## src/esc_params.svh

```systemverilog
// Constants for the electronic load setpoint and transient controller
`ifndef ESC_PARAMS_SVH
`define ESC_PARAMS_SVH
// Setpoint units: resistance in 10 milliohm steps, power in 10 milliwatt steps
`define ESC_RES_LOW_MIN    32'h0000_0001
`define ESC_RES_LOW_MAX    32'h016e_3600
`define ESC_RES_HIGH_MIN   32'h0000_0014
`define ESC_RES_HIGH_MAX   32'h0e4e_1c00
`define ESC_POW_MIN        32'h0000_0000
`define ESC_POW_MAX        32'h0003_0d40
// Transient timing
`define ESC_TICK_NS        10000
`define ESC_CLK_NS         25
`define ESC_TICK_CYC       (`ESC_TICK_NS / `ESC_CLK_NS)
`define ESC_TIME_MIN       32'h0000_0001
`define ESC_TIME_MAX       32'h000f_4240
// Two dwells plus two edges must not run faster than 50 kHz, i.e. two ticks
`define ESC_PERIOD_MIN     32'h0000_0002
`endif

```

## src/esc_pkg.sv

```systemverilog
// Types shared by the setpoint and transient controller
package esc_pkg;
  typedef enum logic [3:0] {
    ESC_CUR_LOW, ESC_CUR_HIGH, ESC_VOLT_LOW, ESC_VOLT_HIGH,
    resistance_low_range_e, resistance_high_range_e, constant_power_mode_e,
    current_with_voltage_limit_e, resistance_with_voltage_limit_e,
    power_with_voltage_limit_e
  } esc_mode_t;
  typedef enum logic [1:0] {ESC_CONT, ESC_PULSE, ESC_TOGGLE} esc_style_t;
  typedef enum logic [2:0] {ESC_LOW, ESC_RISE, ESC_HIGH, ESC_FALL} esc_phase_t;
endpackage

```

## src/esc_clamp.sv

```systemverilog
// Saturating clamp of a setpoint into a range
`timescale 1ns/10ps
module esc_clamp #(
  parameter int W = 32
) (
  // Value and bounds
  input  wire logic [W-1:0] value,
  input  wire logic [W-1:0] lo,
  input  wire logic [W-1:0] hi,
  // Result
  output logic      [W-1:0] result
);
  // Crossed bounds: values below lo take lo, all others take hi
  always_comb begin
    if (value < lo) begin
      result = lo;
    end else if (value > hi) begin
      result = hi;
    end else begin
      result = value;
    end
  end
endmodule

```

## src/esc_ctrl.sv

```systemverilog
// Setpoint, trigger and transient sequencing for the electronic load
// Overview of operation
// - Mode or range change disables enabled input
// - Resistance bounded per low/high range
// - Range switch forces resistance to new minimum
// - Trigger copies triggered resistance to immediate
// - Resistance mode with input on: apply now
// - Otherwise triggered resistance waits for resistance mode
// - Consumed trigger preset needs a fresh preset write
// - Trigger loads triggered power, applied in power mode
// - Current plus voltage limit: limit above threshold
// - Resistance plus voltage limit: clamp above threshold
// - Power plus voltage limit: clamp above threshold
// - Transient alternates high/low; three styles
// - Transient levels share basic mode ranges
// - Dwell and edge times 10us to 10s
// - Transient enabled by key or command
// - Turn-on or current shutdown stops transient
// - Resistance transient uses immediate as other level
// - Out of range writes clamp to bounds
`timescale 1ns/10ps
`include "esc_params.svh"
module esc_ctrl #(
  parameter int W        = 32,
  parameter int TICK_CYC = `ESC_TICK_CYC
) (
  // Clock and reset
  input  wire logic              sys_clk,
  input  wire logic              rst,
  // Mode and input control from the command decoder
  input  wire esc_pkg::esc_mode_t mode_sel,
  input  wire logic              mode_wr,
  input  wire logic              input_on_req,
  input  wire logic              input_off_req,
  // Setpoint writes, one strobe per value
  input  wire logic [W-1:0]      wr_data,
  input  wire logic              res_wr,
  input  wire logic              res_trig_wr,
  input  wire logic              pow_wr,
  input  wire logic              pow_trig_wr,
  input  wire logic              transient_high_level_wr,
  // Transient timing writes, in 10us ticks
  input  wire logic              high_dwell_time_wr,
  input  wire logic              low_dwell_time_wr,
  input  wire logic              rise_edge_time_wr,
  input  wire logic              fall_edge_time_wr,
  input  wire esc_pkg::esc_style_t style_sel,
  // Transient on/off from key and command
  input  wire logic              transient_key,
  input  wire logic              transient_cmd_on,
  input  wire logic              transient_cmd_off,
  // Trigger sources
  input  wire logic              ext_trigger_pin,
  input  wire logic              cmd_trigger,
  // Protection and measurement (from the analog side)
  input  wire logic              von_shutdown_pin,
  input  wire logic              current_prot_pin,
  input  wire logic              over_voltage_limit_pin,
  // Outputs
  output logic                   input_enabled,
  output logic                   transient_active,
  output logic                   transient_at_high,
  output logic                   transient_in_edge,
  output logic [W-1:0]           res_setpoint,
  output logic [W-1:0]           pow_setpoint,
  output logic [W-1:0]           applied_setpoint,
  output logic                   voltage_limit_active,
  output logic                   trigger_pending
);
  // Synchronisers for pin inputs
  logic [1:0] sync_ext, sync_von, sync_prot, sync_ovl;
  logic       ext_prev;
  always_ff @(posedge sys_clk) begin
    if (rst) begin
      sync_ext  <= 2'h0;
      sync_von  <= 2'h0;
      sync_prot <= 2'h0;
      sync_ovl  <= 2'h0;
      ext_prev  <= 1'h0;
    end else begin
      sync_ext  <= {sync_ext[0], ext_trigger_pin};
      sync_von  <= {sync_von[0], von_shutdown_pin};
      sync_prot <= {sync_prot[0], current_prot_pin};
      sync_ovl  <= {sync_ovl[0], over_voltage_limit_pin};
      ext_prev  <= sync_ext[1];
    end
  end

  logic trig_evt;
  logic shutdown;
  assign trig_evt = cmd_trigger | (sync_ext[1] & ~ext_prev);
  assign shutdown = sync_von[1] | sync_prot[1];

  // Current mode and range bounds
  esc_pkg::esc_mode_t mode;
  logic res_mode, pow_mode, high_range;
  assign high_range = (mode == esc_pkg::resistance_high_range_e);
  assign res_mode = (mode == esc_pkg::resistance_low_range_e) | high_range |
                    (mode == esc_pkg::resistance_with_voltage_limit_e);
  assign pow_mode = (mode == esc_pkg::constant_power_mode_e) |
                    (mode == esc_pkg::power_with_voltage_limit_e);
  logic [W-1:0] res_lo, res_hi;
  assign res_lo = high_range ? `ESC_RES_HIGH_MIN : `ESC_RES_LOW_MIN;
  assign res_hi = high_range ? `ESC_RES_HIGH_MAX : `ESC_RES_LOW_MAX;

  // Shared clamp for incoming values; kept single since one strobe a cycle
  logic [W-1:0] lo_sel, hi_sel, wr_clamped;
  logic         is_res_wr;
  assign is_res_wr = res_wr | res_trig_wr | (transient_high_level_wr & res_mode);
  always_comb begin
    if (is_res_wr) begin
      lo_sel = res_lo;
      hi_sel = res_hi;
    end else if (pow_wr | pow_trig_wr | transient_high_level_wr) begin
      lo_sel = `ESC_POW_MIN;
      hi_sel = `ESC_POW_MAX;
    end else begin
      lo_sel = `ESC_TIME_MIN;
      hi_sel = `ESC_TIME_MAX;
    end
  end
  esc_clamp #(.W(W)) u_clamp (
    .value  (wr_data),
    .lo     (lo_sel),
    .hi     (hi_sel),
    .result (wr_clamped)
  );

  // Mode register and input enable; mode change forces input off
  logic mode_change;
  assign mode_change = mode_wr & (mode_sel != mode);
  always_ff @(posedge sys_clk) begin
    if (rst) begin
      mode <= esc_pkg::ESC_CUR_LOW;
      input_enabled <= 1'h0;
    end else begin
      if (mode_wr) begin
        mode <= mode_sel;
      end
      if (mode_change | shutdown | input_off_req) begin
        input_enabled <= 1'h0;
      end else if (input_on_req) begin
        input_enabled <= 1'h1;
      end
    end
  end

  // Resistance setpoints; trigger presets are single-use
  logic [W-1:0] res_trig, pow_trig, trans_high;
  logic res_pend, pow_pend;
  logic next_high_range;
  assign next_high_range = (mode_sel == esc_pkg::resistance_high_range_e);
  always_ff @(posedge sys_clk) begin
    if (rst) begin
      res_setpoint <= `ESC_RES_LOW_MIN;
      res_trig     <= `ESC_RES_LOW_MIN;
      res_pend     <= 1'h0;
    end else begin
      if (mode_change & res_mode & (next_high_range != high_range) &&
          (mode_sel == esc_pkg::resistance_low_range_e || next_high_range)) begin
        res_setpoint <= next_high_range ? `ESC_RES_HIGH_MIN : `ESC_RES_LOW_MIN;
      end else if (res_wr) begin
        res_setpoint <= wr_clamped;
      end else if (trig_evt & res_pend) begin
        res_setpoint <= res_trig;
      end
      if (res_trig_wr) begin
        res_trig <= wr_clamped;
        res_pend <= 1'h1;
      end else if (trig_evt) begin
        res_pend <= 1'h0;
      end
    end
  end

  // Power setpoints
  always_ff @(posedge sys_clk) begin
    if (rst) begin
      pow_setpoint <= `ESC_POW_MIN;
      pow_trig     <= `ESC_POW_MIN;
      pow_pend     <= 1'h0;
    end else begin
      if (pow_wr) begin
        pow_setpoint <= wr_clamped;
      end else if (trig_evt & pow_pend) begin
        pow_setpoint <= pow_trig;
      end
      if (pow_trig_wr) begin
        pow_trig <= wr_clamped;
        pow_pend <= 1'h1;
      end else if (trig_evt) begin
        pow_pend <= 1'h0;
      end
    end
  end

  // Transient high level, clamped to the resistance range in resistance modes, else the power range
  always_ff @(posedge sys_clk) begin
    if (rst) begin
      trans_high <= `ESC_POW_MIN;
    end else if (transient_high_level_wr) begin
      trans_high <= wr_clamped;
    end
  end

  // Dwell and edge times in ticks, one entry per parameter
  logic [W-1:0] times [4];
  logic [3:0]   time_wr;
  assign time_wr = {fall_edge_time_wr, rise_edge_time_wr,
                    high_dwell_time_wr, low_dwell_time_wr};
  genvar gi;
  generate
    for (gi = 0; gi < 4; gi++) begin : g_time
      always_ff @(posedge sys_clk) begin
        if (rst) begin
          times[gi] <= `ESC_TIME_MIN;
        end else if (time_wr[gi]) begin
          times[gi] <= wr_clamped;
        end
      end
    end
  endgenerate

  // 10us tick shared by all transient timing
  logic [15:0] tick_cnt;
  logic        tick;
  assign tick = (tick_cnt == 16'(TICK_CYC - 1));
  always_ff @(posedge sys_clk) begin
    if (rst | ~transient_active) begin
      tick_cnt <= 16'h0;
    end else begin
      tick_cnt <= tick ? 16'h0 : tick_cnt + 16'h1;
    end
  end

  // Transient on/off; a shutdown aborts it
  esc_pkg::esc_style_t style;
  always_ff @(posedge sys_clk) begin
    if (rst) begin
      transient_active <= 1'h0;
      style <= esc_pkg::ESC_CONT;
    end else begin
      if (~transient_active) begin
        style <= style_sel;
      end
      if (shutdown) begin
        transient_active <= 1'h0;
      end else if (transient_key) begin
        transient_active <= ~transient_active;
      end else if (transient_cmd_on | transient_cmd_off) begin
        transient_active <= transient_cmd_on;
      end
    end
  end

  // Phase sequencer; pulse ignores triggers except at low level
  esc_pkg::esc_phase_t phase;
  logic [W-1:0] ph_cnt;
  logic         ph_done;
  logic         run;
  assign run = transient_active & input_enabled;
  always_comb begin
    case (phase)
      esc_pkg::ESC_RISE: ph_done = ph_cnt + 32'h1 >= times[2];
      esc_pkg::ESC_HIGH: ph_done = ph_cnt + 32'h1 >= times[1];
      esc_pkg::ESC_FALL: ph_done = ph_cnt + 32'h1 >= times[3];
      default:           ph_done = ph_cnt + 32'h1 >= times[0];
    endcase
  end
  always_ff @(posedge sys_clk) begin
    if (rst | ~run) begin
      phase  <= esc_pkg::ESC_LOW;
      ph_cnt <= 32'h0;
    end else begin
      case (phase)
        esc_pkg::ESC_LOW: begin
          if ((style == esc_pkg::ESC_CONT && tick && ph_done) ||
              (style != esc_pkg::ESC_CONT && trig_evt)) begin
            phase  <= esc_pkg::ESC_RISE;
            ph_cnt <= 32'h0;
          end else if (tick && !ph_done) begin
            ph_cnt <= ph_cnt + 32'h1;
          end
        end
        esc_pkg::ESC_HIGH: begin
          // Toggle holds high until the next trigger
          if ((style == esc_pkg::ESC_TOGGLE && trig_evt) ||
              (style != esc_pkg::ESC_TOGGLE && tick && ph_done)) begin
            phase  <= esc_pkg::ESC_FALL;
            ph_cnt <= 32'h0;
          end else if (tick && !ph_done) begin
            ph_cnt <= ph_cnt + 32'h1;
          end
        end
        esc_pkg::ESC_RISE, esc_pkg::ESC_FALL: begin
          if (tick && ph_done) begin
            phase  <= (phase == esc_pkg::ESC_RISE) ? esc_pkg::ESC_HIGH : esc_pkg::ESC_LOW;
            ph_cnt <= 32'h0;
          end else if (tick) begin
            ph_cnt <= ph_cnt + 32'h1;
          end
        end
        default: begin
          phase <= esc_pkg::ESC_LOW;
        end
      endcase
    end
  end

  // Applied setpoint and status outputs
  logic [W-1:0] base_level;
  assign base_level = res_mode ? res_setpoint : pow_setpoint;
  always_ff @(posedge sys_clk) begin
    if (rst) begin
      applied_setpoint     <= 32'h0;
      transient_at_high    <= 1'h0;
      transient_in_edge    <= 1'h0;
      voltage_limit_active <= 1'h0;
      trigger_pending      <= 1'h0;
    end else begin
      transient_at_high <= run & (phase == esc_pkg::ESC_HIGH);
      transient_in_edge <= run & ((phase == esc_pkg::ESC_RISE) |
                                  (phase == esc_pkg::ESC_FALL));
      trigger_pending   <= res_pend | pow_pend;
      // Limit mode clamps at the voltage limit when input is above it
      voltage_limit_active <= input_enabled & sync_ovl[1] &
        ((mode == esc_pkg::current_with_voltage_limit_e) |
         (mode == esc_pkg::resistance_with_voltage_limit_e) |
         (mode == esc_pkg::power_with_voltage_limit_e));
      if (!input_enabled) begin
        applied_setpoint <= 32'h0;
      end else if (run && phase == esc_pkg::ESC_HIGH) begin
        applied_setpoint <= trans_high;
      end else if (res_mode | pow_mode) begin
        applied_setpoint <= base_level;
      end else begin
        applied_setpoint <= 32'h0;
      end
    end
  end
endmodule

```

## config.mk

```make
export PLATFORM = sky130hd
export DESIGN_NAME = esc_ctrl
export DESIGN_NICKNAME = d
export VERILOG_FILES = /design/src/esc_pkg.sv /design/src/esc_clamp.sv /design/src/esc_ctrl.sv
export VERILOG_INCLUDE_DIRS = /design/src
export SDC_FILE = /design/constraint.sdc
export NUM_CORES = 1
export LEC_CHECK = 0
export ABC_CLOCK_PERIOD_IN_PS = 6200
export BUFFER_PORTS_ARGS = -buffer_cell sky130_fd_sc_hd__buf_2
export CORE_MARGIN = 2
export CORE_UTILIZATION = 50
export CTS_CLUSTER_DIAMETER = 200
export DETAILED_ROUTE_END_ITERATION = 7
export PLACE_DENSITY = 0.69
export SYNTH_ARGS = -nofsm -noshare
export SYNTH_HDL_FRONTEND = slang
export SYNTH_SLANG_ARGS = --single-unit
```

## constraint.sdc

```tcl
create_clock -name sys_clk -period 6.2 [get_ports sys_clk]
set_input_delay 1.24 -clock sys_clk [delete_from_list [all_inputs] [get_ports sys_clk]]
set_output_delay 1.24 -clock sys_clk [all_outputs]
set_load 0.005 [all_outputs]
```

# [Yosys cells after proc, flatten, opt, wreduce, memory -nomap -nowiden]
# Memories as Yosys holds them, arrays and structs flattened.
# Index checks and enable logic that the tools add are counted.
[word_totals] reg_bits=266 ram_bits=128 inputBits=60 out_inout_bits=102 elab_cells=174 mem_count=1
[op_classes] n_addsub=2 n_lt_le_gt_ge=6 n_eq_ne=20 mux=52 n_bitwise=39 reduce_logical=30
[mem_list] name="times" depth=4 word_bits=32 read_ports=4 rd_clocked_by_memory_dff=0 write_ports=4 line_no="esc_ctrl.sv:207" source="logic [W-1:0] times [4];"
[op_table] cell="two-way mux 32 bit" n=19
[op_table] cell=">= comparator 32 bit" n=4
[op_table] cell="one-hot mux 32 bit (3 select lines)" n=1
[op_table] cell="two-way mux 28 bit" n=2
[op_table] cell="adder 32 x 1 -> 32 bit, second input constant" n=1
[op_table] cell="> comparator 32 x 28 -> 1 bit" n=1
[op_table] cell="< comparator 32 x 5 -> 1 bit" n=1
[op_table] cell="equality test 4 x 3 -> 1 bit, second input constant" n=6
[op_table] cell="bitwise OR 1 bit" n=23
[op_table] cell="two-way mux 1 bit" n=20
[op_table] cell="two-way mux 20 bit" n=1
[op_table] cell="adder 16 x 1 -> 16 bit, second input constant" n=1
[op_table] cell="equality test 16 x 9 -> 1 bit, second input constant" n=1
[op_table] cell="two-way mux 5 bit" n=3
[op_table] cell="AND 1 bit" n=12
[op_table] cell="logical AND 1 bit" n=10
[op_table] cell="nonzero test 2 bit" n=5
[op_table] cell="OR reduction 2 bit" n=5
[op_table] cell="two-way mux 3 bit" n=3
[op_table] cell="one-hot mux 3 bit (3 select lines)" n=1
[op_table] cell="equality test 4 bit, second input constant" n=2
[op_table] cell="inequality test 2 bit, second input constant" n=4
[op_table] cell="equality test 3 x 2 -> 1 bit, second input constant" n=2
[op_table] cell="nonzero test 3 bit" n=2
[op_table] cell="other kinds (14)" n=19

# [Longest topological paths before layout]
[depth] depth_word=11 depth_mapped=22 ltp_nobuf=18

# [Hierarchy]
# A second synthesis with hierarchy kept.
[hier_totals] cells_unflattened=2357 area_unflattened_um2=21712.1
[modules_own_cells] mod="esc_ctrl" n_inst=1 cells_each=1979 area_each_um2=19088.3 seq_area_each_um2=9148.8
[modules_own_cells] mod="esc_clamp" n_inst=1 cells_each=378 area_each_um2=2623.8 seq_area_each_um2=0.0

# [Worst setup path after synthesis]
# Ideal clock, no wire load.
[synth_path] path_type="reg2reg" from="register ph_cnt[7]" to="register ph_cnt[24]" setup_time_ps=117 t_arrival_ps=4497 required_time_ps=6083 path_slack_ps=1586 path_stages_with_launch=23 n_path_buf=4 synth_period_minus_slack_ps=4614 path_cell_list="dfxtp_1 clkbuf_1 nand4_1 nor2_1 nand3_1 or2_1 clkbuf_1 nor2_2 nand3_2 nor2_1 xor2_1 ha_1 nand4_1 nor3_1 a221oi_1 o2111ai_1 a2111oi_4 nand3_4 a31o_4 and2_4 buf_6 buf_6 a22o_1"
[synth_between] elab_chain_cells=8 elab_cells_between_ends=21 cone_classes="1 x add/sub; 4 x order compare; 1 x eq/ne; 7 x mux; 8 x reduce/logical"
[synth_rtl] element="start: declaration" line_no="esc_ctrl.sv:258" source="logic [W-1:0] ph_cnt;"
[synth_rtl] element="start signal: assignment" line_no="esc_ctrl.sv:282" source="ph_cnt <= ph_cnt + 32'h1;"
[synth_rtl] element="start signal: assignment" line_no="esc_ctrl.sv:292" source="ph_cnt <= ph_cnt + 32'h1;"
[synth_rtl] element="start signal: assignment" line_no="esc_ctrl.sv:300" source="ph_cnt <= ph_cnt + 32'h1;"
[synth_rtl] element="adder 32 x 1 -> 32 bit *"
[synth_rtl] element=">= comparator 32 bit (on tied branches)"
[synth_rtl] element="one-hot mux 1 bit (3 select lines)" line_no="esc_ctrl.sv:263" source="case (phase)"
[synth_rtl] element="logical NOT 1 bit" line_no="esc_ctrl.sv:281, esc_ctrl.sv:291"
[synth_rtl] element="logical AND 1 bit" line_no="esc_ctrl.sv:281, esc_ctrl.sv:291"
[synth_rtl] element="two-way mux 32 bit" line_no="esc_ctrl.sv:281, esc_ctrl.sv:291"
[synth_rtl] element="two-way mux 32 bit (on tied branches)" line_no="esc_ctrl.sv:287, esc_ctrl.sv:277"
[synth_rtl] element="one-hot mux 32 bit (3 select lines)" line_no="esc_ctrl.sv:275" source="case (phase)"
# Mark *: on every way between the ends. The rest lies on a longest branch, timed or not. The select of a mux whose other input is x is not followed.
# A chain may end at the register's enable or synchronous reset.

# [Final worst setup path]
[layout_path] from="register ph_cnt[0]" to="register ph_cnt[31]"
# The elaborated chain is that of the path after synthesis.

==> metrics.md <==
| Metric | Value |
|---|---|
| Vias after detailed routing | 16.23k |
| I/O Buffers | 161 |
| Most frequent cells in the layout | 265 x dfxtp_1, 223 x nor2_1, 197 x nand2_1 |
| RD Place Congestion | 0.9110 |
| Initial DRC count | 1100 |
| CP Capture Type | flip-flop |
| Worst vdd ir | 0.2085 mV |
| Gr ovfl total | 0 |
| Post-CTS Hold Fix Bufs | 0 |
| Worst EP arrival | 5.94 ns |
| Final HPWL DP | 40.59 mm |
| Synth warn | 0 |
| Max_slew headroom | 10.43% |
| Die ar. | 40010 µm² |
| XOR/XNOR Fraction of Synth Area | 2.097% |
| Top FF cell, synth | dfxtp_1 |
| Worst hold path class | flip-flop to flip-flop |
| Final net count | 2451 |
| Die W | 200.0 µm |
| Delay of the slowest critical-path stage | 0.48 ns |
| Vias in the first global route | 15.91k |
| Post-cts resize count | 0 |
| Max_cap viols | 0 |
| Final worst-path cycle share | 87.85% |
| Largest net degree at the start of global routing | 78 |
| Area growth syn-to-layout | 14.44% |
| Initial Util | 50.89% |
| Initial antenna violation count | 1 |
| Clock Path Buffers | 3 |
| Compound-gate portion of the synthesized area | 15.70% |
| Unrepaired setup endpoints after global routing | no |
| Post-synth EDFFs | 128 |
| Main combinational cell family by area after synthesis | simple AND/OR/NAND/NOR gates |
| TritonCTS Buffers | 42 |
| CTS tree | built |
| Initial DRT Pass Iterations | 5 |
| Clk sinks | 393 |
| CP max-delay cell | dfxtp_1 |
| Crit Path Class | flip-flop to flip-flop |
| Final wirelength | 57.90 mm |
| Critical Path, Cell by Cell | nand3_1 -> nor3_1 -> nand3_1 -> or2_1 -> nor2_2 -> nand3_2 -> nor2_1 -> xor2_1 -> ha_1 -> nand4_1 -> nor3_1 -> a221oi_1 -> o2111ai_1 -> a2111oi_4 -> nand3_4 -> a2111oi_4 -> buf_4 -> o21ai_0 -> a31oi_1 |
| Synth cell types | 71 |
| Vias per inst | 5.833 |
| Setup crit start kind | flip-flop |
| Avg Cell Area, Syn | 9.219 µm² |
| Async S/R FF share, synth | 0% |
| Die height | 200.0 µm |
| Post-CTS setup buffer count | 0 |
| Worst-Margin Slew | 1.340 ns |
| Core Region | 37760 µm² |
| Share of cells above drive strength 1 | 13.30% |
| Commonest non-fill, non-tap cell in the layout | dfxtp_1 |
| Global-route wire length before repair | 89.33 mm |
| Yosys reg bits | 393 |
| Layout fillers | 3331 |
| Hold WS | 0.4377 ns |
| Per-cell routed wire length | 20.80 µm |
| Mapped cell area | 19210 µm² |
| Post-layout min period | 5.447 ns |
| Simple-Gate Fraction of Synth Area | 17.78% |
| Crit path max fanout | 27 |
| Worst-skew pair later-pin latency | 0.60 ns |
| Fmax achieved | 183.6 MHz |
| # IOs | 162 |
| Antenna viol nets, final | 0 |
| Root buffer cell | clkbuf_16 |
| # rows | 71 |
| GRT Total Usage | 29.24% |
| H-tree depth | 2 |
| Post-synthesis adder-cell area fraction | 9.964% |
| DRC | 0 |
| Setup TNS Final | 0 ns |
| Power per cell area | 266.3 nW/µm² |
| Final Max Tran Viols | 0 |
| Clk_skew | 0.02736 ns |
| Req. time, crit path | 6.70 ns |
| Register area share after synthesis | 47.62% |
| Multiplexer share of the synthesized area | 1.628% |
| Post-Synthesis Cells | 2084 |
| Clk pin slew, worst setup/hold paths | 0.07 ns |
| Hold Vio Cnt, Final | 0 |
| Status | finished clean |
| Leakage | 9.235 nW |
| # setup viols final | 0 |
[per-stage QoR]
stage | area [µm²] | setup slack [ns] | power (mW) | utilization, % | std cells
finish | 21990 | 0.7531 | 5.854 | 58.23 | 2783
global placement | 20600 | 0.9389 | 3.357 | 54.56 | 2705
CTS | 21980 | 0.8664 | 5.875 | 58.23 | 2782
global route | 21990 | 0.3331 | 6.031 | 58.23 | 2783
detailed placement | 20600 | 0.8836 | 3.367 | 54.56 | 2705
floorplan | 19270 | 1.586 | 3.157 | - | 2099
[path summary, 6_finish.rpt]
check,slack (ns),from,to,cells past startpoint
worst min-delay path,0.44,sync_prot[0]$_SDFF_PP0_,sync_prot[1]$_SDFF_PP0_,1
worst max register to register,0.75,ph_cnt[0]$_SDFFE_PP0P_,ph_cnt[31]$_SDFFE_PP0P_,19
worst max-delay path,0.75,ph_cnt[0]$_SDFFE_PP0P_,ph_cnt[31]$_SDFFE_PP0P_,19
worst min register to register,0.44,sync_prot[0]$_SDFF_PP0_,sync_prot[1]$_SDFF_PP0_,1
[critical path: cells and delay by family (launching register included)]
kind / cells / cell delay, ns
AND/OR/NAND/NOR: 10 / 2.20
AO/OA/AOI/OAI: 6 / 1.56
flip-flops: 1 / 0.48
XOR/XNOR: 1 / 0.40
adder cells (fa/ha/maj): 1 / 0.35
buffers and inverters: 1 / 0.34
[flip-flops by register name, summed over array words and instances (netlist names), 2 cells and up]
signal	flops
applied_setpoint	32
mode	4
tick_cnt	16
res_trig	32
pow_trig	32
sync_von	2
res_setpoint	32
sync_ovl	2
pow_setpoint	32
sync_prot	2
sync_ext	2
phase	2
times	128
trans_high	32
style	2
ph_cnt	32
[routing by layer]
metal  up-vias  track usage (%)  share of wire (%)
li1       7641                -                  -
met1      7832            36.66                 42
met2       625            50.36                 48
met3       135            5.074                7.0
met4         0            11.28                3.3
met5         -                0                  0
[cell families (layout without fill, tap and decap cells)]
family                   count (synthesis)  in the layout
other                                    1             17
multiplexers                            31             31
flip-flops                             393            393
AND/OR/NAND/NOR                        724            724
XOR/XNOR                                46             46
AO/OA/AOI/OAI                          480            480
adder cells (fa/ha/maj)                153            153
buffers and inverters                  256            428
[cell usage after synthesis (all sizes together), types with 26 or more instances]
library cell | instances | area share, %
o21ai | 104 | 2.8
nand2 | 197 | 3.8
o22ai | 26 | 0.85
nand4 | 28 | 0.91
inv | 150 | 2.9
nor2 | 226 | 4.4
dfxtp | 265 | 28
ha | 153 | 10
nor3 | 40 | 1.0
nand2b | 50 | 1.6
mux2i | 29 | 1.5
a22oi | 31 | 1.3
xnor2 | 27 | 1.2
a211oi | 50 | 2.0
nand3 | 61 | 1.7
a21oi | 180 | 4.7
edfxtp | 128 | 20
clkbuf | 86 | 1.7
[layout make-up]
class / instances / area [µm²] / share of cell area (%)
Antenna cell: 1 / 2.502 / 0.01138
Clock buffer: 56 / 1186 / 5.395
Clock inverter: 21 / 200.2 / 0.9105
Inverter: 150 / 563.0 / 2.561
Multi-Input combinational cell: 1450 / 9138 / 41.56
Sequential cell: 393 / 9149 / 41.61
Tap cell: 511 / 639.4 / 2.908
Timing Repair Buffer: 201 / 1109 / 5.042
[where the power goes]
part	leakage (nW)	switching [mW]	internal, mW
clock network	0.682	1.09	1.44
logic	5.00	0.338	0.159
registers	3.55	0.0604	2.77
total	9.23	1.48	4.37
Power figures use the tool's default switching activity.
